## src/cfg_loader_pkg.sv

```systemverilog
// Behaviour
// at startup copy every automatic calibration row value to its owner
// at power-on read the user row and apply fields without software
// user row readable by software at its fixed system address
// rewritten user row reaches consumers only after the next reset
// bits 2:0 bootloader protection size, default 7 or 3; bit 3 reserved
// bits 6:4 emulated EEPROM size, default 7; bit 7 reserved
// supply monitor threshold bits 13:8 (0x22), enable bit 14 (1)
// supply monitor action bits 16:15 (1), hysteresis bit 40 (0)
// writers keep core monitor bits 24:17 (0x70) and bit 41 unchanged
// watchdog enable bit 25 and always-on bit 26, both default 0
// watchdog period bits 30:27 (0x0B), window time-out bits 34:31 (0x05)
// watchdog early warning bits 38:35 (0x0B), window enable bit 39 (0)
// bits 63:48 region locks, default 0xFFFF; bits 47:42 reserved
// factory calibration readable at fixed address, writes ignored
// software copies factory calibration values into module registers
// factory area gives converter linearity 34:27 and bias 37:35
// slow oscillator trim 44:38, loop coarse trim 63:58; rest reserved
// 128-bit serial number as four read-only words at fixed addresses
// software must use all four serial words for uniqueness
// all fields distributed before consumer reset is released
package cfg_loader_pkg;
  // bus byte addresses
  localparam logic [23:0] ADDR_USER_LO = 24'h804000;
  localparam logic [23:0] ADDR_USER_HI = 24'h804004;
  localparam logic [23:0] ADDR_STATUS = 24'h804100;
  localparam logic [23:0] ADDR_FCAL_W0 = 24'h806020;
  localparam logic [23:0] ADDR_FCAL_W1 = 24'h806024;
  localparam logic [23:0] ADDR_FCAL_W2 = 24'h806028;
  localparam logic [23:0] ADDR_FCAL_W3 = 24'h80602C;
  localparam logic [23:0] ADDR_SERIAL_W0 = 24'h80A00C;
  localparam logic [23:0] ADDR_SERIAL_W1 = 24'h80A040;
  localparam logic [23:0] ADDR_SERIAL_W2 = 24'h80A044;
  localparam logic [23:0] ADDR_SERIAL_W3 = 24'h80A048;
  // user row field positions
  localparam int BOOT_LSB = 0;
  localparam int EEP_LSB = 4;
  localparam int SUP_LVL_LSB = 8;
  localparam int SUP_EN_BIT = 14;
  localparam int SUP_ACT_LSB = 15;
  localparam int CORE_LSB = 17;
  localparam int WD_EN_BIT = 25;
  localparam int WD_AON_BIT = 26;
  localparam int WD_PER_LSB = 27;
  localparam int WD_WIN_LSB = 31;
  localparam int WD_EW_LSB = 35;
  localparam int WD_WEN_BIT = 39;
  localparam int SUP_HYS_BIT = 40;
  localparam int CORE_HI_BIT = 41;
  localparam int LOCK_LSB = 48;
  // defaults before the first load
  localparam logic [2:0] BOOT_DEF = 3'h7;
  localparam logic [2:0] BOOT_DEF_WLP = 3'h3;
  localparam logic [2:0] EEP_DEF = 3'h7;
  localparam logic [5:0] SUP_LVL_DEF = 6'h22;
  localparam logic SUP_EN_DEF = 1'h1;
  localparam logic [1:0] SUP_ACT_DEF = 2'h1;
  localparam logic SUP_HYS_DEF = 1'h0;
  localparam logic [7:0] CORE_DEF = 8'h70;
  localparam logic [3:0] WD_PER_DEF = 4'hB;
  localparam logic [3:0] WD_WIN_DEF = 4'h5;
  localparam logic [3:0] WD_EW_DEF = 4'hB;
  localparam logic [15:0] LOCK_DEF = 16'hFFFF;
  // factory calibration field positions
  localparam int ADC_LIN_LSB = 27;
  localparam int ADC_BIAS_LSB = 35;
  localparam int OSC_TRIM_LSB = 38;
  localparam int LOOP_TRIM_LSB = 58;
  localparam int FCAL_USED_MSB = 63;
  // array read settle time before capture
  localparam logic [2:0] LOAD_CYCLES = 3'h4;
  typedef enum logic [1:0] {ST_SETTLE, ST_USER, ST_CAL, ST_DONE} load_st_t;
endpackage : cfg_loader_pkg

```

## src/cfg_loader.sv

```systemverilog
// Design decision made here: the Avalon-MM interface to the registers.
`timescale 1ns/1ps
module cfg_loader #(
  parameter bit WAFER_PKG = 1'b0
) (
  // clock and reset
  input wire logic mclk_in,
  input wire logic rstn_in,
  // avalon-mm slave
  input wire logic [23:0] avs_address_in,
  input wire logic avs_read_in,
  input wire logic avs_write_in,
  input wire logic [31:0] avs_writedata_in,
  input wire logic [3:0] avs_byteenable_in,
  output logic [31:0] avs_readdata_out,
  output logic avs_waitrequest_out,
  // nonvolatile array contents
  input wire logic [63:0] user_row_array_in,
  input wire logic [63:0] auto_cal_array_in,
  input wire logic [127:0] factory_cal_array_in,
  input wire logic [127:0] serial_array_in,
  // user row write request towards the flash controller
  output logic user_row_wr_out,
  output logic [63:0] user_row_wr_data_out,
  // load status
  output logic load_done_out,
  output logic consumer_rstn_out,
  // automatic calibration row distribution
  output logic [63:0] auto_cal_out,
  // nonvolatile controller sizing and locks
  output logic [2:0] bootloader_region_size_out,
  output logic [2:0] eeprom_size_out,
  output logic [15:0] region_lock_out,
  // supply brownout monitor
  output logic [5:0] supply_brownout_monitor_level_out,
  output logic supply_brownout_monitor_en_out,
  output logic [1:0] supply_brownout_monitor_action_out,
  output logic supply_brownout_monitor_hyst_out,
  // core brownout monitor
  output logic [8:0] core_brownout_monitor_cfg_out,
  // watchdog timer
  output logic watchdog_timer_en_out,
  output logic watchdog_timer_always_on_out,
  output logic [3:0] watchdog_timer_period_out,
  output logic [3:0] watchdog_timer_window_out,
  output logic [3:0] early_warning_offset_out,
  output logic watchdog_timer_window_en_out
);

  cfg_loader_pkg::load_st_t state_r;
  logic [2:0] settle_r;
  logic [63:0] user_r;
  logic [63:0] cal_r;
  logic ack_r;
  logic [31:0] rdata_nxt;
  logic [63:0] merge_nxt;
  logic req;

  // -------- power-on load sequence --------
  always_ff @(posedge mclk_in or negedge rstn_in) begin
    if (!rstn_in) begin
      state_r <= cfg_loader_pkg::ST_SETTLE;
      settle_r <= 3'h0;
    end else begin
      unique case (state_r)
        cfg_loader_pkg::ST_SETTLE: begin
          settle_r <= settle_r + 3'h1;
          if (settle_r == cfg_loader_pkg::LOAD_CYCLES - 3'h1) begin
            state_r <= cfg_loader_pkg::ST_USER;
          end
        end
        cfg_loader_pkg::ST_USER: state_r <= cfg_loader_pkg::ST_CAL;
        cfg_loader_pkg::ST_CAL: state_r <= cfg_loader_pkg::ST_DONE;
        cfg_loader_pkg::ST_DONE: state_r <= cfg_loader_pkg::ST_DONE;
      endcase
    end
  end

  // user row captured once per reset, no software needed
  // later array changes wait for the next reset
  always_ff @(posedge mclk_in or negedge rstn_in) begin
    if (!rstn_in) begin
      user_r <= {cfg_loader_pkg::LOCK_DEF, 6'h00,
                 1'h0, cfg_loader_pkg::SUP_HYS_DEF,
                 1'h0, cfg_loader_pkg::WD_EW_DEF, cfg_loader_pkg::WD_WIN_DEF,
                 cfg_loader_pkg::WD_PER_DEF, 2'h0,
                 cfg_loader_pkg::CORE_DEF, cfg_loader_pkg::SUP_ACT_DEF,
                 cfg_loader_pkg::SUP_EN_DEF, cfg_loader_pkg::SUP_LVL_DEF,
                 1'h0, cfg_loader_pkg::EEP_DEF, 1'h0,
                 WAFER_PKG ? cfg_loader_pkg::BOOT_DEF_WLP
                           : cfg_loader_pkg::BOOT_DEF};
    end else if (state_r == cfg_loader_pkg::ST_USER) begin
      user_r <= user_row_array_in;
    end
  end

  // automatic calibration row copied at startup
  always_ff @(posedge mclk_in or negedge rstn_in) begin
    if (!rstn_in) begin
      cal_r <= 64'h0000000000000000;
    end else if (state_r == cfg_loader_pkg::ST_CAL) begin
      cal_r <= auto_cal_array_in;
    end
  end

  // consumers leave reset only once every field is in place
  assign load_done_out = (state_r == cfg_loader_pkg::ST_DONE);
  assign consumer_rstn_out = load_done_out;
  assign auto_cal_out = cal_r;

  // bootloader size; bit 3 unused
  assign bootloader_region_size_out = user_r[cfg_loader_pkg::BOOT_LSB +: 3];
  // eeprom size; bit 7 unused
  assign eeprom_size_out = user_r[cfg_loader_pkg::EEP_LSB +: 3];
  // supply monitor level and enable
  assign supply_brownout_monitor_level_out =
    user_r[cfg_loader_pkg::SUP_LVL_LSB +: 6];
  assign supply_brownout_monitor_en_out = user_r[cfg_loader_pkg::SUP_EN_BIT];
  // supply monitor action and hysteresis
  assign supply_brownout_monitor_action_out =
    user_r[cfg_loader_pkg::SUP_ACT_LSB +: 2];
  assign supply_brownout_monitor_hyst_out =
    user_r[cfg_loader_pkg::SUP_HYS_BIT];
  assign core_brownout_monitor_cfg_out = {user_r[cfg_loader_pkg::CORE_HI_BIT],
                                          user_r[cfg_loader_pkg::CORE_LSB +: 8]};
  // watchdog enable and always-on
  assign watchdog_timer_en_out = user_r[cfg_loader_pkg::WD_EN_BIT];
  assign watchdog_timer_always_on_out = user_r[cfg_loader_pkg::WD_AON_BIT];
  // watchdog period and window
  assign watchdog_timer_period_out = user_r[cfg_loader_pkg::WD_PER_LSB +: 4];
  assign watchdog_timer_window_out = user_r[cfg_loader_pkg::WD_WIN_LSB +: 4];
  // early warning and window enable
  assign early_warning_offset_out = user_r[cfg_loader_pkg::WD_EW_LSB +: 4];
  assign watchdog_timer_window_en_out = user_r[cfg_loader_pkg::WD_WEN_BIT];
  // region locks; 47:42 unused
  assign region_lock_out = user_r[cfg_loader_pkg::LOCK_LSB +: 16];

  // -------- avalon slave --------
  // every access answers one cycle after it is raised
  assign req = avs_read_in | avs_write_in;
  assign avs_waitrequest_out = req & ~ack_r;

  always_ff @(posedge mclk_in or negedge rstn_in) begin
    if (!rstn_in) begin
      ack_r <= 1'b0;
    end else begin
      ack_r <= req & ~ack_r;
    end
  end

  always_comb begin
    rdata_nxt = 32'h00000000;
    unique case (avs_address_in)
      // live array content, not the loaded copy
      cfg_loader_pkg::ADDR_USER_LO: rdata_nxt = user_row_array_in[31:0];
      cfg_loader_pkg::ADDR_USER_HI: rdata_nxt = user_row_array_in[63:32];
      cfg_loader_pkg::ADDR_STATUS:
        rdata_nxt = {30'h00000000, user_row_array_in != user_r,
                     load_done_out};
      // converter trims pass straight through
      cfg_loader_pkg::ADDR_FCAL_W0: rdata_nxt = factory_cal_array_in[31:0];
      // only bits up to 63 carry trims, the rest read zero
      cfg_loader_pkg::ADDR_FCAL_W1: rdata_nxt = factory_cal_array_in[63:32];
      cfg_loader_pkg::ADDR_FCAL_W2: rdata_nxt = 32'h00000000;
      cfg_loader_pkg::ADDR_FCAL_W3: rdata_nxt = 32'h00000000;
      // serial words in word order
      cfg_loader_pkg::ADDR_SERIAL_W0: rdata_nxt = serial_array_in[31:0];
      cfg_loader_pkg::ADDR_SERIAL_W1: rdata_nxt = serial_array_in[63:32];
      cfg_loader_pkg::ADDR_SERIAL_W2: rdata_nxt = serial_array_in[95:64];
      cfg_loader_pkg::ADDR_SERIAL_W3: rdata_nxt = serial_array_in[127:96];
      default: rdata_nxt = 32'h00000000;
    endcase
  end

  always_ff @(posedge mclk_in or negedge rstn_in) begin
    if (!rstn_in) begin
      avs_readdata_out <= 32'h00000000;
    end else if (avs_read_in & ~ack_r) begin
      avs_readdata_out <= rdata_nxt;
    end
  end

  // write image: byte merge over the current array content
  always_comb begin
    merge_nxt = user_row_array_in;
    for (int b = 0; b < 4; b++) begin
      if (avs_byteenable_in[b]) begin
        if (avs_address_in == cfg_loader_pkg::ADDR_USER_HI) begin
          merge_nxt[32 + 8 * b +: 8] = avs_writedata_in[8 * b +: 8];
        end else begin
          merge_nxt[8 * b +: 8] = avs_writedata_in[8 * b +: 8];
        end
      end
    end
    // production core monitor bits are never overwritten
    merge_nxt[cfg_loader_pkg::CORE_LSB +: 8] =
      user_row_array_in[cfg_loader_pkg::CORE_LSB +: 8];
    merge_nxt[cfg_loader_pkg::CORE_HI_BIT] =
      user_row_array_in[cfg_loader_pkg::CORE_HI_BIT];
  end

  // only user row words start a write; other targets drop it
  always_ff @(posedge mclk_in or negedge rstn_in) begin
    if (!rstn_in) begin
      user_row_wr_out <= 1'b0;
      user_row_wr_data_out <= 64'h0000000000000000;
    end else begin
      user_row_wr_out <= 1'b0;
      if (avs_write_in & ack_r &
          ((avs_address_in == cfg_loader_pkg::ADDR_USER_LO) |
           (avs_address_in == cfg_loader_pkg::ADDR_USER_HI))) begin
        user_row_wr_out <= 1'b1;
        user_row_wr_data_out <= merge_nxt;
      end
    end
  end

endmodule : cfg_loader

```

## config.mk

```make
export PLATFORM = sky130hd
export DESIGN_NAME = cfg_loader
export DESIGN_NICKNAME = d
export VERILOG_FILES = /design/src/cfg_loader_pkg.sv /design/src/cfg_loader.sv
export SDC_FILE = /design/constraint.sdc
export NUM_CORES = 1
export LEC_CHECK = 0
export BUFFER_PORTS_ARGS = -buffer_cell sky130_fd_sc_hd__buf_4
export CORE_AREA = 4 4 254 256
export DETAILED_ROUTE_END_ITERATION = 6
export DIE_AREA = 0 0 258 260
export PLACE_DENSITY = 0.44
export SLEW_MARGIN = 20
export SYNTH_ARGS = -nofsm -noshare
export SYNTH_HDL_FRONTEND = slang
export SYNTH_SLANG_ARGS = --single-unit
```

## constraint.sdc

```tcl
create_clock -name mclk_in -period 1.71 [get_ports mclk_in]
set_clock_uncertainty 0.05 [all_clocks]
set_input_delay 0.2565 -clock mclk_in [delete_from_list [all_inputs] [get_ports mclk_in]]
set_output_delay 0.2565 -clock mclk_in [all_outputs]
set_load 0.02 [all_outputs]
```

==> run_results.csv, run 1 <==
group,metric,value,unit
pwr,swShare,26.8,%
yosys,ys_seq_area_share,46.6,%
yosys,yosys-top-cells-count,"194 x dfrtp_1, 127 x mux2_2, 117 x nand2_1",
detailed_routing,vias_per_cell,4.41,
detailed_routing,drt-initial-drc-count,626,
timing,finalMaxSlewViolations,0,
yosys,yosys.area.top_type,"dfrtp_1",
setup_path,cpPeakStageDelay,0.39,ns
yosys,ys_ff_latch,231,
timing,tns,-0.348,ns
global_route,track_usage,20.6,%
die,start_util,20.0,%
global_route,grt_pass1_vias,14100,
setup_path,worst_path_most_repeated_cell,"buf_4",
detailed_routing,drcViolationCount,0,
detailed_routing,vias,13100,
detailed_routing,ant_nets,0,
timing,rsz0062_at_grt,"true",
yosys,synth-compound-area-share,13.4,%
yosys,yosys.area.top_type_share,38.9,%
place,numPortBuffers,603,
clock_tree,cts_buffers,31,
layout,layout.nets,2553,
die,ios,668,
detailed_routing,routedWlPerCell,24.4,µm
layout,drive_above_1_share,54.4,%
yosys,yosys_warnings,0,
setup_path,crit_family,"buffers and inverters",
clock_tree,cts-root-buf,"clkbuf_16",
yosys,synth.distinct_cells,65,
yosys,synthCells,1124,
setup_path,crit_arrival,2.45,ns
timing,fin_crit_sh,118,%
setup_path,cp_num_cells,10,
pwr,seq_power_share,36.6,%
setup_path,crit_path_end_kind,"flip-flop",
min_path,hold_depth,3,
clock_tree,cts_tree,"done",
die,die-area,67100,µm²
setup_path,worstSetupPathType,"reg -> reg",
die,die_y,260,µm
place,place_hpwl,58900,µm
detailed_routing,first_pass_iters,5,
timing,setup_viol,2,
yosys,syn_area,12500,µm²
detailed_routing,finalWirelength,72600,µm
timing,min_period,2.02,ns
yosys,synth_top_family_by_area,"multiplexers",
pwr,p_total,15.8,mW
timing,fmax,494,MHz
layout,final_cell_area,23200,µm²
pwr,p_switching,4.22,mW
pwr,comb_power_share,19.8,%
yosys,synth-xor-area-share,4.56,%
setup_path,cp-start-kind,"flip-flop",
setup_path,crit_required,2.14,ns
layout,fin_util,37.1,%
yosys,synthSimpleGateAreaFrac,10.1,%
yosys,synth_fa_ha_area_share,0.200,%
global_route,grt_pass1_wl,101000,µm
setup_path,reg2reg_depth,10,
layout,layout.cells.non_filler,2977,
setup_path,worst_path_max_delay_cell,"dfrtp_1",
place,pre_cts_ws,-0.666,ns
run,cap_viol_max_count,0,
status,status,"complete, but fails checks",
global_route,grt_max_degree,65,
min_path,hold_class,"in -> reg",
timing,worst_pin_slew,0.636,ns
clock_tree,clk_pin_slew,0.06,ns
setup_path,cp_max_fo,2,
pwr,p_int,11.5,mW
timing,finalHoldViolCount,0,
layout,syn_to_final_growth,85.6,%
status,violations,"negative setup slack",
place,place_congestion,0.861,
timing,maxSlewHeadroom,57.5,%
clock_tree,h-tree-depth,1,
pwr,ir_worst_vdd,0.779,mV
pwr,clkPwrFrac,43.6,%
yosys,async_reset_ff_share,100,%
pwr,power.density,680,nW/µm²
timing,hold-worst-slack,0.0250,ns
timing,setup_ws,-0.313,ns
setup_path,crit_path_cell_trace,"xnor2_1 -> buf_4 -> nand4_1 -> buf_4 -> nor4_4 -> buf_4 -> nand4_1 -> buf_6 -> nand2_4 -> a22oi_2",
clock_tree,clock-sinks,231,
die,die_width,258,µm
setup_path,cp_num_buf_inv,4,
clock_tree,cts_buffer_depth,3,
yosys,synth.area.top_cells,"dfrtp_1 39%, mux2_2 11%, dfstp_2 7.8%",
die,coreArea,62500,µm²
place,post_dp_cell_area,19800,µm²
yosys,syn_nets,1574,
global_route,grt_overflow,0,
clock_tree,clk_latency,0.60,ns
yosys,synth.mux.area_fraction,18.7,%
global_route,antenna_found_initial,9,
yosys,synth-main-ff-cell,"dfrtp_1",
yosys,yosysMostFrequentCell,"dfrtp_1",
die,rows,92,
pwr,p_leak,10.6,nW
yosys,syn_area_per_cell,11.1,µm²
place,dpl.cell_count,2724,
yosys,synth_edf_count,0,
==> cells by family (layout without fill, tap and decap cells) <==
logic type | after synthesis | in the layout
flops | 231 | 231
simple gates | 237 | 237
other cells | 0 | 3
buf+inv | 134 | 1138
fa+ha+maj | 2 | 2
mux | 214 | 214
compound gates | 241 | 241
xor+xnor | 65 | 65
==> worst register-to-register path, stage by stage, from the launching register on <==
cell,delay (ns)
dfrtp_1,0.39
xnor2_1,0.14
buf_4,0.15
nand4_1,0.13
buf_4,0.19
nor4_4,0.35
buf_4,0.17
nand4_1,0.08
buf_6,0.16
nand2_4,0.06
a22oi_2,0.04
==> final cells by class <==
cell class | instances | area, µm²
diodes | 3 | 7.51
multi-input cells | 759 | 6040
well taps | 846 | 1060
clock buffers | 45 | 918
fillers | 6260 | 39300
inverters | 9 | 33.8
repair buffers | 1071 | 9150
clock inverters | 13 | 146
flip-flops and latches | 231 | 5830
==> sequential cells by signal, summed over array words and instances, names as in the netlist <==
signal	count
user_r	64
user_row_wr_out	1
ack_r	1
state_r	2
auto_cal_out	64
settle_r	3
avs_readdata_out	32
user_row_wr_data_out	64
==> layout by cell type, fill, tap and decap left out, types with 7 or more instances in the layout <==
cell and n:
buf_6 61, buf_4 794, a32o_1 8, dlygate4sd3_1 181, and3_1 10, o21ai_1 52
clkinv_2 8, mux2_2 127, a222oi_1 14, nor2_1 32, xnor2_1 61, mux2_4 7
mux2i_1 79, nand2_1 115, o21ai_0 35, buf_12 29, dfstp_2 37, a22oi_1 58
inv_1 9, dfrtp_1 194, nor3_1 13, clkbuf_16 33, clkbuf_8 9, a22o_1 7
nand4_1 17, o22ai_1 21
==> timing repair <==
item | in CTS | in global routing
hold buffers | 181 | 0
gates resized for setup | 70 | 23
cloned | 0 | 2
pin swaps | 6 | 7
setup buffers | 4 | 10
endpoints found under the setup margin | 51 | 40
hold endpoints to repair | 379 | 0
==> power groups by stage <==
stage / Sequential, mW / Clock [mW] / Combinational (mW)
after global placement: 5.85 / 0 / 2.72
after global routing: 5.79 / 7.34 / 3.33
after detailed placement: 5.86 / 0 / 2.74
after CTS: 5.77 / 7.13 / 3.16
after floorplan: 5.95 / 0 / 0.698
final: 5.77 / 6.88 / 3.12
==> per-layer routing <==
metal | part of all wire (%) | GRT usage [%]
met5 | 0.080 | 0
met3 | 7.7 | 5.67
met1 | 40 | 25.4
met2 | 49 | 35.9
met4 | 2.5 | 4.58
==> path summary, 6_finish.rpt <==
kind / to / start / slack [ns]
worst max-delay path: avs_readdata_out[1]$_DFFE_PN0P_ / user_r[25]$_DFFE_PN0N_ / -0.31
worst min-delay path: user_r[55]$_DFFE_PN1N_ / user_row_array_in[55] / 0.03
worst max register to register: avs_readdata_out[1]$_DFFE_PN0P_ / user_r[25]$_DFFE_PN0N_ / -0.31
worst min register to register: settle_r[0]$_DFFE_PN0N_ / settle_r[0]$_DFFE_PN0N_ / 0.43
max in group asynchronous: user_r[22]$_DFFE_PN1N_ / rstn_in / 0.77
min in group asynchronous: avs_readdata_out[5]$_DFFE_PN0P_ / rstn_in / 0.14
No activity file was read; power rests on OpenSTA's default activity.
==> run 2: changes to the inputs <==
==> constraint.sdc (replaced) <==
create_clock -name mclk_in -period 1.76 [get_ports mclk_in]
set_clock_uncertainty 0.05 [all_clocks]
set_input_delay 0.264 -clock mclk_in [delete_from_list [all_inputs] [get_ports mclk_in]]
set_output_delay 0.264 -clock mclk_in [all_outputs]
set_load 0.02 [all_outputs]
==> run_results.csv, run 2 (synthesis gave the netlist of run 1 again) <==
group,metric,value,unit
setup_path,cp_max_fo,2,
setup_path,crit_arrival,2.40,ns
layout,syn_to_final_growth,80.9,%
global_route,grt_overflow,0,
pwr,p_total,15.5,mW
global_route,track_usage,20.5,%
layout,layout.cells.non_filler,2929,
detailed_routing,routedWlPerCell,24.7,µm
clock_tree,cts_buffer_depth,3,
clock_tree,h-tree-depth,1,
layout,fillerInstances,6383,
status,status,"complete, but fails checks",
status,violations,"negative setup slack",
timing,finalMaxSlewViolations,0,
clock_tree,clk_pin_slew,0.07,ns
die,coreArea,62500,µm²
global_route,antenna_found_initial,7,
global_route,grt_pass1_wl,101000,µm
place,place_congestion,0.859,
layout,layout.area.seq,5830,µm²
clock_tree,clock-sinks,231,
place,dpl.cell_count,2704,
layout,final_cell_mix,"821 x buf_4, 194 x dfrtp_1, 163 x dlygate4sd3_1, 127 x mux2_2, 115 x nand2_1",
timing,maxSlewHeadroom,51.5,%
detailed_routing,vias_per_cell,4.43,
min_path,hp-start,"user_row_array_in[49]",
global_route,grt_pass1_vias,14000,
layout,multiInputGateArea,6070,µm²
setup_path,crit_required,2.18,ns
pwr,power.density,685,nW/µm²
min_path,hold_depth,3,
timing,setup_ws,-0.217,ns
clock_tree,cts_buffers,30,
min_path,hold_class,"in -> reg",
timing,fmax,506,MHz
setup_path,r2r_start,"user_r[25]$_DFFE_PN0N_",
layout,drive_above_1_share,54.2,%
timing,finalHoldViolCount,0,
place,numPortBuffers,603,
timing,min_period,1.98,ns
pwr,ir_worst_vdd,0.801,mV
timing,setup_viol,2,
die,die-area,67100,µm²
clock_tree,cts_tree,"done",
setup_path,cp-start-kind,"flip-flop",
die,rows,92,
setup_path,crit_path_end_kind,"flip-flop",
place,place_hpwl,59900,µm
global_route,grt_max_degree,85,
layout,mostFrequentLayoutCell,"buf_4",
setup_path,crit_start,"user_r[25]$_DFFE_PN0N_",
detailed_routing,finalWirelength,72500,µm
timing,rsz0062_at_grt,"true",
detailed_routing,vias,13000,
clock_tree,clk_latency,0.60,ns
pwr,p_leak,10.4,nW
timing,worst_pin_slew,0.726,ns
detailed_routing,drt-initial-drc-count,818,
run,cap_viol_max_count,0,
die,die_y,260,µm
setup_path,reg2reg_depth,8,
layout,layout.nets,2505,
die,ios,668,
detailed_routing,ant_nets,0,
setup_path,worstSetupPathType,"reg -> reg",
detailed_routing,drcViolationCount,0,
die,die_width,258,µm
timing,fin_crit_sh,112,%
clock_tree,cts-root-buf,"clkbuf_16",
detailed_routing,first_pass_iters,6,
die,start_util,20.0,%
[run 2: power breakdown]
part	leakage (nW)	switching, mW	total (mW)	internal, mW
Combinational	6.95	1.35	2.94	1.59
Clock	0.551	2.65	6.93	4.28
Sequential	2.87	0.104	5.60	5.50
Total	10.4	4.10	15.5	11.4
[run 2: final cells by class]
type                       count  area share [%]
tap                          846            4.68
timing repair buffer        1024            37.5
inverter                       9           0.149
clock buffer                  43            3.98
multi-input combinational    759            26.9
antenna                        4          0.0443
sequential                   231            25.8
clock inverter                13           0.963
[run 2: path summary, 6_finish.rpt]
path | endpoint | slack [ns]
max | avs_readdata_out[1]$_DFFE_PN0P_ | -0.22
min | user_r[49]$_DFFE_PN1N_ | 0.03
max reg2reg | avs_readdata_out[1]$_DFFE_PN0P_ | -0.22
min reg2reg | user_row_wr_data_out[31]$_DFFE_PN0P_ | 0.43
max in group asynchronous | user_r[57]$_DFFE_PN1N_ | 0.82
min in group asynchronous | user_row_wr_data_out[20]$_DFFE_PN0P_ | 0.15
[run 2: per-layer routing]
layer	global-route usage (%)	part of all wire (%)	vias up
met5	0	0.030	-
met4	5.55	3.2	4
met3	5.78	7.9	83
met2	35.2	48	584
met1	25.3	41	6364
li1	-	-	5940
[run 2: metrics by stage]
stage	hold WS, ns	setup WS, ns	setup TNS (ns)	area, µm²	util, %
after global routing	0.0159	-0.293	-0.429	22600	36.2
after floorplan	-0.0816	-0.161	-10.72	12500	-
after detailed placement	0.208	-0.561	-43.14	19600	31.4
final	0.0342	-0.217	-0.285	22600	36.2
after CTS	0.000374	-0.251	-0.380	22500	36.1
after global placement	0.203	-0.633	-40.56	19600	31.4
[run 2: what timing repair did]
action                                  4_1_cts  5_1_grt
pin swaps                                     9        3
setup buffers                                 3        0
gates cloned                                  0        0
gates resized for setup                      22       12
endpoints found under the hold margin       297        0
hold buffers                                163        0
endpoints found under the setup margin        6       26
[run 2: critical path, stage by stage, from the launching register on]
cell and delay, ns:
dfrtp_1 0.38, xnor2_1 0.18, nand4_1 0.30, nor4_4 0.42
buf_4 0.17, nand4_1 0.11, buf_6 0.15, nand2_4 0.05
a22oi_1 0.05
==> run 3: changes to the inputs <==
--- a/config.mk
+++ b/config.mk
@@ -5,10 +5,11 @@
 export SDC_FILE = /design/constraint.sdc
 export NUM_CORES = 1
 export LEC_CHECK = 0
+export ABC_AREA = 1
 export BUFFER_PORTS_ARGS = -buffer_cell sky130_fd_sc_hd__buf_4
-export CORE_AREA = 4 4 254 256
+export CORE_AREA = 4 4 260 262
 export DETAILED_ROUTE_END_ITERATION = 6
-export DIE_AREA = 0 0 258 260
+export DIE_AREA = 0 0 264 266
 export PLACE_DENSITY = 0.44
 export SLEW_MARGIN = 20
 export SYNTH_ARGS = -nofsm -noshare
==> run_results.csv, run 3 <==
group,metric,value,unit
die,rows,94,
setup_path,crit_path_end_kind,"flip-flop",
clock_tree,clock-sinks,231,
layout,syn_to_final_growth,68.8,%
yosys,synth-main-ff-cell,"dfrtp_1",
timing,tns,0,ns
yosys,yosys.area.top_type,"dfrtp_1",
timing,finalHoldViolCount,0,
layout,layout.nets,3046,
yosys,synthCells,1744,
setup_path,cp-start-kind,"flip-flop",
global_route,track_usage,18.6,%
yosys,syn_nets,2194,
yosys,synthSimpleGateAreaFrac,22.3,%
yosys,ys_seq_area_share,43.5,%
timing,setup_viol,0,
clock_tree,clk_latency,0.58,ns
detailed_routing,first_pass_iters,5,
setup_path,r2r_start,"user_r[54]$_DFFE_PN1N_",
layout,mostFrequentLayoutCell,"buf_4",
global_route,grt_pass1_vias,15300,
place,numPortBuffers,603,
timing,worst_pin_slew,0.425,ns
yosys,yosysMostFrequentCell,"nand2_1",
layout,final_cell_area,22600,µm²
yosys,synth-xor-area-share,1.31,%
layout,final_cell_mix,"752 x buf_4, 440 x nand2_1, 246 x inv_1, 193 x dfrtp_1, 188 x nor2_1",
place,pre_cts_ws,-0.722,ns
detailed_routing,finalWirelength,69000,µm
clock_tree,cts_buffer_depth,3,
detailed_routing,drcViolationCount,0,
detailed_routing,ant_nets,0,
yosys,synth_edf_count,0,
run,cap_viol_max_count,0,
timing,fin_crit_sh,98.7,%
place,post_dp_cell_area,19800,µm²
setup_path,crit_arrival,2.14,ns
layout,fin_util,34.5,%
yosys,synth.distinct_cells,32,
yosys,yosys.area.top_type_share,36.3,%
clock_tree,cts_buffers,30,
setup_path,cp_num_buf_inv,2,
setup_path,crit_start,"user_r[54]$_DFFE_PN1N_",
layout,drive_above_1_share,39.7,%
setup_path,cpPeakStageDelay,0.53,ns
yosys,syn_area,13400,µm²
pwr,power.density,639,nW/µm²
clock_tree,h-tree-depth,1,
clock_tree,cts_tree,"done",
setup_path,worst_path_max_delay_cell,"dfstp_2",
detailed_routing,routedWlPerCell,19.8,µm
clock_tree,clk_pin_slew,0.06,ns
yosys,syn_area_per_cell,7.67,µm²
timing,fmax,576,MHz
setup_path,crit_path_cell_trace,"inv_1 -> nand2_1 -> nand2_1 -> nor2_1 -> nand2_1 -> nor2_1 -> buf_4 -> nand2_4 -> nor2_4 -> nand2_2 -> nand2_2 -> nand2_2 -> nand2_2 -> nand2_1",
yosys,synth_top_family_by_area,"simple AND/OR/NAND/NOR gates",
die,die-area,70200,µm²
yosys,yosys-top-cells-count,"450 x nand2_1, 247 x inv_1, 197 x nor2_1",
die,start_util,20.5,%
global_route,grt_pass1_wl,99100,µm
die,die_width,264,µm
place,place_congestion,0.918,
yosys,yosys_warnings,0,
yosys,ys_ff_latch,231,
global_route,grt_max_degree,59,
yosys,synth_fa_ha_area_share,0.187,%
die,die_y,266,µm
timing,setup_ws,0.0226,ns
global_route,antenna_found_initial,8,
place,place_hpwl,56100,µm
setup_path,crit_family,"simple AND/OR/NAND/NOR gates",
min_path,hp-start,"serial_array_in[14]",
yosys,async_reset_ff_share,100,%
pwr,ir_worst_vdd,0.747,mV
min_path,hold_class,"in -> reg",
status,status,"finished, final reports clean",
pwr,p_leak,11.9,nW
yosys,synth.mux.area_fraction,5.64,%
detailed_routing,drt-initial-drc-count,845,
timing,rsz0062_at_grt,"true",
detailed_routing,vias,14600,
clock_tree,cts-root-buf,"clkbuf_16",
setup_path,worstSetupPathType,"reg -> reg",
yosys,synth-compound-area-share,13.5,%
die,ios,668,
timing,hold-worst-slack,0.0396,ns
setup_path,cp_max_fo,2,
global_route,grt_overflow,0,
yosys,synth.area.top_cells,"dfrtp_1 36%, nand2_1 13%, dfstp_2 7.3%",
detailed_routing,vias_per_cell,4.18,
timing,maxSlewHeadroom,71.5,%
die,coreArea,65400,µm²
timing,finalMaxSlewViolations,0,
timing,min_period,1.74,ns
setup_path,crit_required,2.17,ns
## run 3: cell types whose count changed after synthesis, sizes merged, moves of 60 or more
cell / change
mux2i: -80
a21oi: +108
inv: +243
a22oi: -60
nor2: +172
mux2: -67
nand3: +63
nand2: +338
xnor2: -64
## run 3: area by class of cell
class / count / area (µm²)
clock inverter: 13 / 140
clock buffer: 43 / 870
antenna: 5 / 12.5
fill: 6915 / 42800
tap: 864 / 1080
sequential: 231 / 5830
multi-input combinational: 1133 / 5850
timing repair buffer: 948 / 7860
inverter: 252 / 948
## run 3: final timing paths
kind / end / cells past startpoint / slack [ns]
worst max-delay path: avs_readdata_out[1]$_DFFE_PN0P_ / 14 / 0.02
worst min-delay path: avs_readdata_out[14]$_DFFE_PN0P_ / 7 / 0.04
worst max register to register: avs_readdata_out[1]$_DFFE_PN0P_ / 14 / 0.02
worst min register to register: avs_readdata_out[29]$_DFFE_PN0P_ / 2 / 0.44
max in group asynchronous: auto_cal_out[10]$_DFFE_PN0N_ / 3 / 0.82
min in group asynchronous: auto_cal_out[15]$_DFFE_PN0N_ / 2 / 0.11
## run 3: per-stage QoR
stage / power (mW) / std cells
after floorplan: 6.43 / 1744
after global placement: 7.89 / 3257
after detailed placement: 7.90 / 3257
after CTS: 14.7 / 3481
after global routing: 15.1 / 3486
final: 14.4 / 3489
## run 3: logic make-up (layout without fill, tap and decap cells)
kind of cell | after synthesis | in the layout
and+or+nand+nor | 741 | 741
buffers and inverters | 380 | 1256
muxes | 67 | 67
adders and majority gates | 2 | 2
DFF | 231 | 231
xor gates and xnor gates | 20 | 20
other | 0 | 5
AOI/OAI and AO/OA | 303 | 303
## run 3: routing by layer
metal | GRT usage (%) | vias up | routed length (µm)
met5 | 0 | - | 27
met1 | 24.2 | 6898 | 30100
met4 | 4.54 | 6 | 1600
li1 | - | 7167 | -
met3 | 3.78 | 71 | 4080
met2 | 31.7 | 459 | 33200
## run 3: tightest hold or removal path, delay by kind of cell
family / cells / cell delay, ns
buf+inv: 1 / 0.08
compound gates: 1 / 0.06
simple gates: 5 / 0.22
## run 3: repair_timing
item	in CTS	in global routing
setup endpoints to repair	5	5
pin swaps	13	12
hold buffers	169	0
buffers inserted	1	3
gates resized for setup	13	15
hold endpoints to repair	355	0
## run 3: report_power, final
part | internal [mW] | leakage [nW] | switching, mW
registers | 5.50 | 2.87 | 0.108
logic | 1.31 | 8.51 | 1.20
clock network | 3.73 | 0.498 | 2.59
total | 10.5 | 11.9 | 3.89
